===== src/pkg/ump_pkg.sv =====
// ump_pkg: shared offsets, fields, timing constants, types and helpers of the serial port
package ump_pkg;

  // register byte offsets on the apb bus
  localparam logic [7:0]  OFS_DATA   = 8'h00;
  localparam logic [7:0]  OFS_CSRA   = 8'h04;
  localparam logic [7:0]  OFS_CSRB   = 8'h08;
  localparam logic [7:0]  OFS_CSRC   = 8'h0C;
  localparam logic [7:0]  OFS_BAUD   = 8'h10;

  // serial_ctrl_status_a field positions
  localparam int          CSRA_RXC   = 7;
  localparam int          CSRA_TXC   = 6;
  localparam int          CSRA_TX_BUFFER_EMPTY_FLAG  = 5;
  localparam int          CSRA_FE    = 4;
  localparam int          CSRA_DOR   = 3;
  localparam int          CSRA_UPE   = 2;
  localparam int          CSRA_DSPD  = 1;
  localparam int          CSRA_MPF   = 0;

  // control b and control c field positions
  localparam int          CSRB_RXEN  = 4;
  localparam int          CSRB_TXEN  = 3;
  localparam int          CSRB_CSZ2  = 2;
  localparam int          CSRB_RX9   = 1;
  localparam int          CSRB_TX9   = 0;
  localparam int          CSRC_PEN   = 5;
  localparam int          CSRC_PODD  = 4;
  localparam int          CSRC_STOP2 = 3;
  localparam int          CSRC_CSZLO = 1;

  // reset values and writable-bit masks
  localparam logic [7:0]  CSRA_RST   = 8'h20;
  localparam logic [7:0]  CSRB_RST   = 8'h00;
  localparam logic [7:0]  CSRC_RST   = 8'h06;
  localparam logic [11:0] BAUD_RST   = 12'h000;
  localparam logic [7:0]  CSRA_WMASK = 8'h03;
  localparam logic [7:0]  CSRB_WMASK = 8'h1D;
  localparam logic [7:0]  CSRC_WMASK = 8'h3E;

  // oversampling rates and middle voting sample
  localparam logic [4:0]  OVS_NORMAL  = 5'h10;
  localparam logic [4:0]  OVS_DOUBLE  = 5'h08;
  localparam logic [4:0]  VOTE_NORMAL = 5'h08;
  localparam logic [4:0]  VOTE_DOUBLE = 5'h04;

  // character size code for nine data bits, fixed peer frame length
  localparam logic [2:0]  CSZ_NINE        = 3'h7;
  localparam logic [3:0]  PEER_FRAME_BITS = 4'hB;

  // accepted incoming rate, hundredths of a percent, eight data-plus-parity bits
  localparam int          RX_SLOW_NORMAL = 9536;
  localparam int          RX_FAST_NORMAL = 10458;
  localparam int          RX_SLOW_DOUBLE = 9600;
  localparam int          RX_FAST_DOUBLE = 10390;

  typedef enum logic [1:0] {
    UMP_RX_IDLE  = 2'h0,
    UMP_RX_START = 2'h1,
    UMP_RX_BITS  = 2'h3
  } ump_rx_state_e;

  typedef enum logic {
    UMP_TX_IDLE  = 1'b0,
    UMP_TX_SHIFT = 1'b1
  } ump_tx_state_e;

  // number of data bits for a character size code
  function automatic logic [3:0] ump_data_bits(input logic [2:0] csz);
    ump_data_bits = (csz == CSZ_NINE) ? 4'h9 : 4'h5 + {2'h0, csz[1:0]};
  endfunction

  // mask of the used data bits for a character size code
  function automatic logic [8:0] ump_char_mask(input logic [2:0] csz);
    logic [3:0] nb;
    nb = ump_data_bits(csz);
    for (int i = 0; i < 9; i++) begin
      ump_char_mask[i] = (4'(i) < nb);
    end
  endfunction

endpackage


===== src/pkg/ump_link_if.sv =====
// ump_link_if: serial lines between the port and a peer controller
`timescale 1ns/1ps
interface ump_link_if;
  logic dev_txd;
  logic peer_txd;
  modport dev  (output dev_txd, input peer_txd);
  modport peer (input dev_txd, output peer_txd);
endinterface


===== src/rtl/ump_baud_gen.sv =====
// ump_baud_gen: oversampling tick divider, one tick every div_i+1 clocks
`timescale 1ns/1ps
module ump_baud_gen (
  input  wire logic        sys_clk_i,
  input  wire logic        rst_n_i,
  input  wire logic        en_i,
  input  wire logic [11:0] div_i,
  output logic             tick_o
);
  logic [11:0] cnt;

  // reload on zero, count down otherwise
  always_ff @(posedge sys_clk_i or negedge rst_n_i) begin
    if (!rst_n_i) begin
      cnt    <= 12'h000;
      tick_o <= 1'b0;
    end else if (!en_i) begin
      cnt    <= 12'h000;
      tick_o <= 1'b0;
    end else if (cnt == 12'h000) begin
      cnt    <= div_i;
      tick_o <= 1'b1;
    end else begin
      cnt    <= cnt - 12'h001;
      tick_o <= 1'b0;
    end
  end
endmodule


===== src/rtl/ump_usart.sv =====
// ump_usart: serial port with multiprocessor filter, data port, two-entry receive fifo
// Functional notes
// filter on: drop frames not marked address
// transmitter ignores the filter setting
// five to eight bits: first stop is type
// nine bits: ninth data bit is type
// type one is address, zero is data
// accepted address frame stored like any frame
// master sends nine bits, ninth marks address
// slave software toggles filter per address match
// short frames with filtering need two stops
// no read-modify-write on filter enable
// data port: write transmit, read receive
// unused upper bits ignored, read as zero
// write while buffer full is ignored
// buffered data loads into empty shifter
// two-entry receive fifo pops on reads
// receive complete while fifo holds data
// receiver disable flushes the fifo
// normal speed tolerates 95.36 to 104.58 percent
// double speed tolerates 96.00 to 103.90 percent
// sample at 16x, 8x double speed
// transmit complete set when idle, write-one clears
// dropped frames touch no error flags
//
// Our own choices: the register offsets and the APB interface to the registers.
`timescale 1ns/1ps
module ump_usart (
  input  wire logic        sys_clk_i,
  input  wire logic        rst_n_i,
  input  wire logic        psel_i,
  input  wire logic        penable_i,
  input  wire logic        pwrite_i,
  input  wire logic [7:0]  paddr_i,
  input  wire logic [31:0] pwdata_i,
  output logic      [31:0] prdata_o,
  output logic             pready_o,
  output logic             pslverr_o,
  ump_link_if.dev          link
);
  import ump_pkg::*;

  logic [7:0]    ctl_a;
  logic [7:0]    ctl_b;
  logic [7:0]    ctl_c;
  logic [11:0]   baud_div;
  logic          tx_complete_flag;
  logic          overrun_flag;
  logic          os_tick;
  ump_rx_state_e rx_state;
  logic [4:0]    rx_cnt;
  logic [3:0]    rx_idx;
  logic [1:0]    rx_win;
  logic [10:0]   rx_bits;
  logic [10:0]   rx_mem [2];
  logic          rx_wp;
  logic          rx_rp;
  logic [1:0]    rx_fill;
  ump_tx_state_e tx_state;
  logic [8:0]    tx_buf;
  logic          tx_buf_ok;
  logic [12:0]   tx_sr;
  logic [3:0]    tx_left;
  logic [4:0]    tx_os;

  // build a transmit frame: start zero, data, optional parity, idle ones as stops
  function automatic logic [12:0] ump_tx_frame(input logic [8:0] d, input logic [3:0] nbits,
                                               input logic pe_on, input logic odd);
    ump_tx_frame = 13'h1FFE;
    for (int i = 0; i < 9; i++) begin
      if (4'(i) < nbits) ump_tx_frame[i + 1] = d[i];
    end
    if (pe_on) ump_tx_frame[nbits + 4'h1] = ^d ^ odd;
  endfunction

  // apb phases and address decode
  wire logic acc      = psel_i & penable_i;
  wire logic setup    = psel_i & ~penable_i;
  wire logic sel_data = (paddr_i == OFS_DATA);
  wire logic sel_csra = (paddr_i == OFS_CSRA);
  wire logic sel_csrb = (paddr_i == OFS_CSRB);
  wire logic sel_csrc = (paddr_i == OFS_CSRC);
  wire logic sel_baud = (paddr_i == OFS_BAUD);
  wire logic mapped   = sel_data | sel_csra | sel_csrb | sel_csrc | sel_baud;
  wire logic wr_acc   = acc & pwrite_i;
  wire logic rd_data  = acc & ~pwrite_i & sel_data;
  assign pready_o  = 1'b1;
  assign pslverr_o = acc & ~mapped;

  // configuration fields
  wire logic       rxen  = ctl_b[CSRB_RXEN];
  wire logic       txen  = ctl_b[CSRB_TXEN];
  wire logic       mpf   = ctl_a[CSRA_MPF];
  wire logic       dspd  = ctl_a[CSRA_DSPD];
  wire logic       pen   = ctl_c[CSRC_PEN];
  wire logic       podd  = ctl_c[CSRC_PODD];
  wire logic       stop2 = ctl_c[CSRC_STOP2];
  wire logic [2:0] csz   = {ctl_b[CSRB_CSZ2], ctl_c[CSRC_CSZLO + 1:CSRC_CSZLO]};
  wire logic [3:0] nb    = ump_data_bits(csz);
  wire logic [8:0] cmask = ump_char_mask(csz);
  // oversampling rate select
  wire logic [4:0] ovs   = dspd ? OVS_DOUBLE : OVS_NORMAL;
  wire logic [4:0] vote  = dspd ? VOTE_DOUBLE : VOTE_NORMAL;

  ump_baud_gen u_baud (
    .sys_clk_i (sys_clk_i),
    .rst_n_i   (rst_n_i),
    .en_i      (rxen | txen | (tx_state == UMP_TX_SHIFT)),
    .div_i     (baud_div),
    .tick_o    (os_tick)
  );

  // receive sampling: majority of three centre samples, vote after the third
  wire logic rxd     = link.peer_txd;
  wire logic rx_maj  = (rx_win[1] & rx_win[0]) | (rx_win[1] & rxd) | (rx_win[0] & rxd);
  wire logic rx_wrap = (rx_cnt == ovs - 5'h01);
  // vote early, resync on every start
  wire logic rx_vote = os_tick & (rx_state != UMP_RX_IDLE) & (rx_cnt == vote + 5'h01);
  wire logic rx_last = (rx_idx == nb + {3'h0, pen});
  wire logic rx_done = rx_vote & (rx_state == UMP_RX_BITS) & rx_last & rxen;

  // frame type: ninth bit or first stop
  wire logic       rx_type  = (csz == CSZ_NINE) ? rx_bits[8] : rx_maj;
  // keep address frames, drop data when filtering
  wire logic       rx_keep  = rx_done & (~mpf | rx_type);
  // unused upper bits stored as zero
  wire logic [8:0] rx_data  = rx_bits[8:0] & cmask;
  wire logic       rx_pe    = pen & (^rx_data ^ podd ^ rx_bits[nb]);

  // flag follows fifo occupancy
  wire logic        rxc     = (rx_fill != 2'h0);
  wire logic        rx_full = (rx_fill == 2'h2);
  // only kept frames reach fifo and flags
  wire logic        rx_push = rx_keep & ~rx_full;
  // a data-port read advances the fifo only while it holds data
  wire logic        rx_pop  = rd_data & rxc;
  wire logic [10:0] rx_head = rxc ? rx_mem[rx_rp] : 11'h000;

  // receive state machine
  always_ff @(posedge sys_clk_i or negedge rst_n_i) begin
    if (!rst_n_i) begin
      rx_state <= UMP_RX_IDLE;
      rx_cnt   <= 5'h00;
      rx_idx   <= 4'h0;
      rx_win   <= 2'h3;
      rx_bits  <= 11'h000;
    end else if (!rxen) begin
      rx_state <= UMP_RX_IDLE;
    end else if (os_tick) begin
      rx_win <= {rx_win[0], rxd};
      unique case (rx_state)
        UMP_RX_IDLE: if (!rxd) begin
          rx_state <= UMP_RX_START;
          rx_cnt   <= 5'h01;
        end
        UMP_RX_START: begin
          rx_cnt <= rx_wrap ? 5'h00 : rx_cnt + 5'h01;
          if (rx_vote && rx_maj) begin
            rx_state <= UMP_RX_IDLE;
          end else if (rx_wrap) begin
            rx_state <= UMP_RX_BITS;
            rx_idx   <= 4'h0;
          end
        end
        UMP_RX_BITS: begin
          rx_cnt <= rx_wrap ? 5'h00 : rx_cnt + 5'h01;
          if (rx_vote) begin
            rx_bits[rx_idx] <= rx_maj;
            rx_idx          <= rx_idx + 4'h1;
            if (rx_last) rx_state <= UMP_RX_IDLE;
          end
        end
        default: rx_state <= UMP_RX_IDLE;
      endcase
    end
  end

  // fifo storage: framing error, parity error, nine data bits
  always_ff @(posedge sys_clk_i) begin
    if (rx_push) rx_mem[rx_wp] <= {~rx_maj, rx_pe, rx_data};
  end

  // fifo pointers and fill level
  always_ff @(posedge sys_clk_i or negedge rst_n_i) begin
    if (!rst_n_i) begin
      rx_wp   <= 1'b0;
      rx_rp   <= 1'b0;
      rx_fill <= 2'h0;
    end else if (!rxen) begin
      // flush on receiver disable
      rx_wp   <= 1'b0;
      rx_rp   <= 1'b0;
      rx_fill <= 2'h0;
    end else begin
      if (rx_push) rx_wp <= ~rx_wp;
      if (rx_pop) rx_rp <= ~rx_rp;
      rx_fill <= rx_fill + {1'b0, rx_push} - {1'b0, rx_pop};
    end
  end

  // transmit side, independent of the filter setting
  // data-port write fills an empty buffer only
  wire logic tx_wr      = wr_acc & sel_data & ~tx_buf_ok;
  // load shifter when idle and enabled
  wire logic tx_load    = txen & tx_buf_ok & (tx_state == UMP_TX_IDLE);
  wire logic tx_bit_end = (tx_state == UMP_TX_SHIFT) & os_tick & (tx_os == ovs - 5'h01);
  wire logic tx_end     = tx_bit_end & (tx_left == 4'h1);
  assign link.dev_txd = tx_sr[0];

  always_ff @(posedge sys_clk_i or negedge rst_n_i) begin
    if (!rst_n_i) begin
      tx_buf    <= 9'h000;
      tx_buf_ok <= 1'b0;
      tx_state  <= UMP_TX_IDLE;
      tx_sr     <= 13'h1FFF;
      tx_left   <= 4'h0;
      tx_os     <= 5'h00;
    end else begin
      // unused upper bits dropped
      if (tx_wr) begin
        tx_buf    <= {ctl_b[CSRB_TX9], pwdata_i[7:0]} & cmask;
        tx_buf_ok <= 1'b1;
      end else if (tx_load) begin
        tx_buf_ok <= 1'b0;
      end
      if (tx_load) begin
        tx_sr    <= ump_tx_frame(tx_buf, nb, pen, podd);
        tx_left  <= 4'h2 + nb + {3'h0, pen} + {3'h0, stop2};
        tx_os    <= 5'h00;
        tx_state <= UMP_TX_SHIFT;
      end else if (tx_state == UMP_TX_SHIFT && os_tick) begin
        tx_os <= tx_bit_end ? 5'h00 : tx_os + 5'h01;
        if (tx_bit_end) begin
          tx_sr   <= {1'b1, tx_sr[12:1]};
          tx_left <= tx_left - 4'h1;
          if (tx_end) tx_state <= UMP_TX_IDLE;
        end
      end
    end
  end

  // control registers, sticky flags (set beats clear)
  always_ff @(posedge sys_clk_i or negedge rst_n_i) begin
    if (!rst_n_i) begin
      ctl_a    <= CSRA_RST & CSRA_WMASK;
      ctl_b    <= CSRB_RST;
      ctl_c    <= CSRC_RST;
      baud_div <= BAUD_RST;
      tx_complete_flag      <= CSRA_RST[CSRA_TXC];
      overrun_flag      <= CSRA_RST[CSRA_DOR];
    end else begin
      if (wr_acc && sel_csra) ctl_a <= pwdata_i[7:0] & CSRA_WMASK;
      if (wr_acc && sel_csrb) ctl_b <= pwdata_i[7:0] & CSRB_WMASK;
      if (wr_acc && sel_csrc) ctl_c <= pwdata_i[7:0] & CSRC_WMASK;
      if (wr_acc && sel_baud) baud_div <= pwdata_i[11:0];
      // set when shifter done and buffer empty
      tx_complete_flag <= (tx_end & ~tx_buf_ok) | (tx_complete_flag & ~(wr_acc & sel_csra & pwdata_i[CSRA_TXC]));
      // overrun only from kept frames
      overrun_flag <= (rx_keep & rx_full) | (overrun_flag & ~rx_pop & rxen);
    end
  end

  // read data, captured in the setup cycle
  wire logic [7:0]  csra_rd = {rxc, tx_complete_flag, ~tx_buf_ok, rx_head[10], overrun_flag, rx_head[9], ctl_a[1:0]};
  wire logic [7:0]  csrb_rd = ctl_b | {6'h00, rx_head[8], 1'b0};
  wire logic [31:0] rd_word = sel_data ? {24'h000000, rx_head[7:0]} :
                              sel_csra ? {24'h000000, csra_rd} :
                              sel_csrb ? {24'h000000, csrb_rd} :
                              sel_csrc ? {24'h000000, ctl_c} :
                              sel_baud ? {20'h00000, baud_div} : 32'h00000000;

  always_ff @(posedge sys_clk_i or negedge rst_n_i) begin
    if (!rst_n_i) begin
      prdata_o <= 32'h00000000;
    end else if (setup && !pwrite_i) begin
      prdata_o <= rd_word;
    end
  end
endmodule


===== src/flat_wrapper.sv =====
// flat-port wrapper written by rule: the top's interface ports become plain ports
module ump_usart_flat import ump_pkg::*;
  (sys_clk_i, rst_n_i, psel_i, penable_i, pwrite_i, paddr_i, pwdata_i, prdata_o, pready_o, pslverr_o, link_dev_txd, link_peer_txd);
  ump_link_if link_i ();
  input  wire logic sys_clk_i;
  input  wire logic rst_n_i;
  input  wire logic psel_i;
  input  wire logic penable_i;
  input  wire logic pwrite_i;
  input  wire logic [7:0] paddr_i;
  input  wire logic [31:0] pwdata_i;
  output logic      [31:0] prdata_o;
  output logic pready_o;
  output logic pslverr_o;
  output wire logic [$bits(link_i.dev_txd)-1:0] link_dev_txd;
  input wire logic [$bits(link_i.peer_txd)-1:0] link_peer_txd;
  assign link_dev_txd = link_i.dev_txd;
  assign link_i.peer_txd = link_peer_txd;
  ump_usart u_core (.sys_clk_i(sys_clk_i), .rst_n_i(rst_n_i), .psel_i(psel_i), .penable_i(penable_i), .pwrite_i(pwrite_i), .paddr_i(paddr_i), .pwdata_i(pwdata_i), .prdata_o(prdata_o), .pready_o(pready_o), .pslverr_o(pslverr_o), .link(link_i));
endmodule

===== config.mk =====
export PLATFORM = sky130hd
export DESIGN_NAME = ump_usart_flat
export DESIGN_NICKNAME = d
export VERILOG_FILES = /design/src/pkg/ump_pkg.sv /design/src/pkg/ump_link_if.sv /design/src/rtl/ump_baud_gen.sv /design/src/rtl/ump_usart.sv /design/src/flat_wrapper.sv
export SDC_FILE = /design/constraint.sdc
export NUM_CORES = 1
export LEC_CHECK = 0
export ABC_AREA = 1
export BUFFER_PORTS_ARGS = -buffer_cell sky130_fd_sc_hd__clkbuf_2
export CAP_MARGIN = 20
export CORE_ASPECT_RATIO = 1.4
export CORE_UTILIZATION = 25
export CTS_BUF_LIST = sky130_fd_sc_hd__clkbuf_4
export DETAILED_ROUTE_END_ITERATION = 8
export GPL_ROUTABILITY_DRIVEN = 0
export GPL_TIMING_DRIVEN = 1
export PLACE_DENSITY_LB_ADDON = 0.3
export SLEW_MARGIN = 20
export SYNTH_ARGS = -nofsm -noshare
export SYNTH_HDL_FRONTEND = slang
export SYNTH_SLANG_ARGS = --single-unit

===== constraint.sdc =====
create_clock -name sys_clk_i -period 3.8 [get_ports sys_clk_i]
set_input_delay 0.76 -clock sys_clk_i [delete_from_list [all_inputs] [get_ports sys_clk_i]]
set_output_delay 0.76 -clock sys_clk_i [all_outputs]
set_load 0.005 [all_outputs]

Word-level counts from Yosys, hierarchy flattened --
Memory sizes are Yosys's and may differ from the RTL's. Index checks and enable logic that the tools add are counted.
Operators by class: $add $sub $neg 15, $lt $le $gt $ge 14, equality and inequality tests 24, multiplexer cells 78, bitwise logic cells 61, reductions and logical operators 31
Operators with widths (count):
- $mux 32 | 4
- $mux 13 | 4
- $mux 1 | 36
- $mux 12 | 3
- $and 1x1->1 | 32
- $mux 4 | 8
- $mux 5 | 6
- $and 9x9->9 | 2
- $reduce_xor 9->1 | 2
- $eq 8x4->1 const B | 2
- $lt 3x4->1 const A | 4
- $mux 2 | 8
- $reduce_bool 2->1 | 8
- $add 5x1->5 const B | 3
- $eq 5x5->1 | 3
- $lt 4x5->1 const B | 3
- $bwmux 13 | 1
- $add 4x1->4 | 3
- $logic_not 12->1 | 1
- $not 1->1 | 12
- $sub 12x1->12 const B | 1
- $bwmux 11 | 1
- $mux 11 | 1
- $or 1x1->1 | 11
- other kinds (39) | 64
Storage, ports and cells: bits in registers 131, bits in writable memories 22, word-level logic and storage cells 247, memories kept 1
Memory list:
- u_core.rx_mem | depth 2, width 11, rd ports 1, clocked after Yosys merged registers in 0, write ports 1, RTL line ump_usart.sv:55 | logic [10:0] rx_mem [2];

Depth between registers and ports, before layout --
depth in word-level cells 12, depth in mapped cells 15, depth with buffers taken out 15

By module --
From an unflattened synthesis, not the netlist that was laid out.
Unflattened totals: cell total of the unflattened synthesis 956, area, all modules 7597.3 um2
Modules (own cells, without submodules):
- ump_usart | instances 1, cells each 843, area each 6784.0 um2
- ump_baud_gen | instances 1, cells each 113, area each 813.3 um2

Worst setup path after synthesis --
Ideal clock, no wire load.
kind reg-to-reg, start register u_core.ctl_c[1], end memory u_core.rx_mem[1][0], enable pin, setup time 0.378 ns, arrival time 2.686 ns, required time 3.422 ns, path slack 0.736 ns, cell stages (with the launch flop) 13, cell sequence dfstp_2 ha_1 nand2_1 nand2_2 ha_1 fa_1 xnor2_1 nand2_1 nor2_1 nand2_1 inv_1 nand4_1 nor2_1
On the way: word-level cells in the longest chain between the ends 10, elaborated cells between the ends (all ways) 13, classes of those cells add/sub: 2; eq/ne: 2; mux: 4; bitwise: 5
RTL lines:
- start, declared | RTL line ump_usart.sv:45 | logic [7:0] ctl_c;
- start signal, assigned | RTL line ump_usart.sv:254 | if (wr_acc && sel_csrc) ctl_c <= pwdata_i[7:0] & CSRC_WMASK;
- $add 3x2->4 / $eq 3x3->1 (equally long branches) | RTL line ump_pkg.sv:70, ump_usart.sv:123
- $mux 4 | RTL line ump_pkg.sv:70 | ump_data_bits = (csz == CSZ_NINE) ? 4'h9 : 4'h5 + {2'h0, csz[1:0]};
- $add 4x1->4 | RTL line ump_usart.sv:119 | wire logic rx_last = (rx_idx == nb + {3'h0, pen});
- $eq 4x4->1 | RTL line ump_usart.sv:119
- $and 1x1->1 (2 in series) | RTL line ump_usart.sv:120 | wire logic rx_done = rx_vote & (rx_state == UMP_RX_BITS) & rx_last & rxen;
- $and 1x1->1 (*) | RTL line ump_usart.sv:125 | wire logic rx_keep = rx_done & (~mpf | rx_type);
- $and 1x1->1 (*) | RTL line ump_usart.sv:134 | wire logic rx_push = rx_keep & ~rx_full;
- $mux 1 (*) | RTL line ump_usart.sv:180 | if (rx_push) rx_mem[rx_wp] <= {~rx_maj, rx_pe, rx_data};
- $mux 1 (implied by the code) (*) | RTL line ump_usart.sv:180
- end, declared | RTL line ump_usart.sv:55
Every way passes the cells marked *; elsewhere a longest branch is shown, timed or not.

Final worst setup path --
start register u_core.ctl_c[1], end memory u_core.rx_mem[0][3], enable pin
Same word-level chain as after synthesis.

==> flow_metrics.tcl <==
set metrics [dict create \
    layout_common_cells "nand2_1, inv_1, dfrtp_1" \
    syn_area_um2 7550 \
    worst_pin_slew_ps 716 \
    crit_path_top_delay_cell "dfstp_2" \
    yosys_warnings 0 \
    start_util_pct 25.6 \
    netlist_instances 954 \
    cts_tree "done" \
    path_cells "ha_1 > nand2_1 > nand2_2 > ha_1 > fa_1 > xnor2_1 > nand2_1 > nor2_1 > nand2_1 > inv_1 > nand4_1 > nor2_1 > buf_4" \
    start_kind "flop" \
    max_freq_mhz 328 \
    p_leak_nw 4.01 \
    setup_viol 0 \
    cp_top_family "simple AND/OR/NAND/NOR gates" \
    rsz0062_at_grt "false" \
    grt_usage_pct 12.7 \
    rows 74 \
    ys_seq_elements 133 \
    grt_max_degree 57 \
    first_global_vias 6086 \
    via_per_inst 4.40 \
    irDropWorstVdd_uv 181 \
    drt-total-wl_mm 18.5 \
    hold_buffers 0 \
    slew_headroom_pct 52.1 \
    io_buffers 39 \
    dieArea_um2 30900 \
    synth.distinct_cells 53 \
    clk_pin_slew_ps 120 \
    avgSynthCellArea_um2 7.92 \
    ant_nets 0 \
    setup_tns_ps 0 \
    finish.net_count 1066 \
    finalPower_mw 3.31 \
    core_area_um2 29400 \
    via_count 6111 \
    drv_slew 0 \
    cts.sinks 133 \
    synth-seq-area-share_pct 45.8 \
    post-route-util_pct 28.4 \
    first_pass_iters 5 \
    finClkSkew_ps 16.7 \
    dieHeight_um 208 \
    post-cts-setup-buffers 0 \
    yosys.area.top_type "dfrtp_1" \
    grt_overflow_total 0 \
    antenna_found_initial 1 \
    cts_buffers 17 \
    drive_gt1_share_pct 13.3 \
    postCtsResizedCells 0 \
    required_ps 4040 \
    drcViolationCount 0 \
    crit_top_cell "nand2_1" \
    drt_iter0_drc 238 \
    num_io_pins 81 \
    worstPathMaxFanout 11 \
    cp_num_buf_inv 2 \
    cp_data_arrival_time_ps 3300 \
    crit_type "flop to flop" \
    synthTopCellsByArea "dfrtp_1, nand2_1, edfxtp_1, dfstp_2, inv_1" \
    final_common_cell "nand2_1" \
    timing.final.crit_share_pct 80.3 \
    grt_pass1_wl_mm 30.5 \
    clk_latency_ps 550 \
    cp_slowest_stage_delay_ps 660 \
    cellPowerDensity_nw_per_um2 396 \
    cp-end-kind "flop" \
    synth_top_cell_area_share_pct 31.2 \
    dp_hpwl_mm 13.9 \
    h-tree-depth 4 \
    fp.dieW_um 149 \
    drv_cap 0 \
    hp-class "input port to asynchronous set/reset pin" \
    cts_root_buffer "clkbuf_4" \
    fin_crit_ps 3050 \
    areaGrowthSynthToFinish_pct 10.7 \
    fillerInstances 3188 \
    avgRoutedWirePerCell_um 13.3 \
    clock_path_buffers 2 \
    hold_viol_final 0 \
    outcome "complete, no violations" \
]
## worst reg2reg max path, stage by stage (launching register included)
cell and delay (ps):
dfstp_2 660, ha_1 200, nand2_1 110, nand2_2 150, ha_1 200, fa_1 420
xnor2_1 160, nand2_1 60, nor2_1 160, nand2_1 100, inv_1 60, nand4_1 130
nor2_1 130, buf_4 210
## worst paths after layout
path                                      startpoint                   end  slack, ps  cells after the start
worst max-delay path                 u_core.ctl_c[1]   u_core.rx_mem[0][3]        750                     13
worst min-delay path                         rst_n_i     u_core.tx_left[2]        170                      1
worst max register to register       u_core.ctl_c[1]   u_core.rx_mem[0][3]        750                     13
worst min register to register  u_core.u_baud.cnt[0]  u_core.u_baud.cnt[0]        460                      1
max in group asynchronous                    rst_n_i    u_core.prdata_o[2]       2910                      2
min in group sys_clk_i                  pwdata_i[10]   u_core.baud_div[10]        440                      2
## power by group
part           switching (mW)  internal, mW  total, mW  leakage (nW)
registers              0.0929          1.59       1.69          1.56
clock network           0.530         0.422      0.952         0.149
logic                   0.432         0.240      0.672          2.30
## through the flow
stage          cell area [µm²]  hold slack (ps)  worst slack, ps  std cells
2_1_floorplan             7620              427              736        973
3_3_place_gp              8080              445              746       1357
3_5_place_dp              8080              444              745       1357
4_1_cts                   8350              138              708       1388
5_1_grt                   8360              155              394       1389
6_report                  8360              173              748       1389
## synthesized netlist by cell type (all sizes together)
cell type / count
nor2: 98
fa: 2
nor4: 4
o2111ai: 1
a211oi: 5
o211ai: 7
dfstp: 17
xor2: 14
o21ai: 86
o22ai: 4
ha: 22
nand3: 56
dfrtp: 94
conb: 2
nand3b: 2
a31oi: 5
a221oi: 1
nand2: 264
o221ai: 1
a22oi: 1
o21a: 1
a41oi: 1
o31ai: 3
clkinv: 3
xnor2: 5
a21oi: 36
mux2: 2
clkbuf: 11
a22o: 1
or2: 3
edfxtp: 22
mux2i: 1
buf: 32
nor3: 10
inv: 123
nand4: 14
## logic make-up (layout without fill, tap and decap cells)
logic type,Yosys count,count (layout),synth area share (%)
other,2,22,0.0995
buffers and inverters,169,204,10.1
and+or+nand+nor,451,451,25.7
muxes,3,3,0.431
adders and majority gates,24,24,4.18
xor gates and xnor gates,19,19,2.20
DFF,133,133,45.8
AOI/OAI and AO/OA,153,153,11.4
## sequential cells by signal, indices dropped and copies added (netlist names), 4 cells and up
name and count:
u_core.rx_cnt 5, u_core.ctl_b 4, u_core.u_baud.cnt 12, u_core.rx_bits 11, u_core.tx_buf 9, u_core.baud_div 12, u_core.prdata_o 12, u_core.rx_mem 22
u_core.tx_left 4, u_core.tx_os 5, u_core.tx_sr 13, u_core.ctl_c 5, u_core.rx_idx 4
## routing by layer
metal	up-vias	track usage, %	wire length [µm]
li1	3118	-	-
met1	2851	14.1	7930
met2	114	23.1	9570
met3	28	2.33	462
met4	0	5.81	568
met5	-	0	0
## cell type report
| cell class | count | area (µm²) | share of cell area (%) |
|---|---|---|---|
| flip-flops and latches | 133 | 3460 | 41.4 |
| multi-input cells | 671 | 3400 | 40.7 |
| inverters | 126 | 479 | 5.74 |
| well taps | 380 | 475 | 5.69 |
| repair buffers | 47 | 270 | 3.23 |
| clock buffers | 22 | 165 | 1.98 |
| clock inverters | 9 | 106 | 1.27 |
| diodes | 1 | 2.50 | 0.0299 |
(Power assumes the default switching activity.)
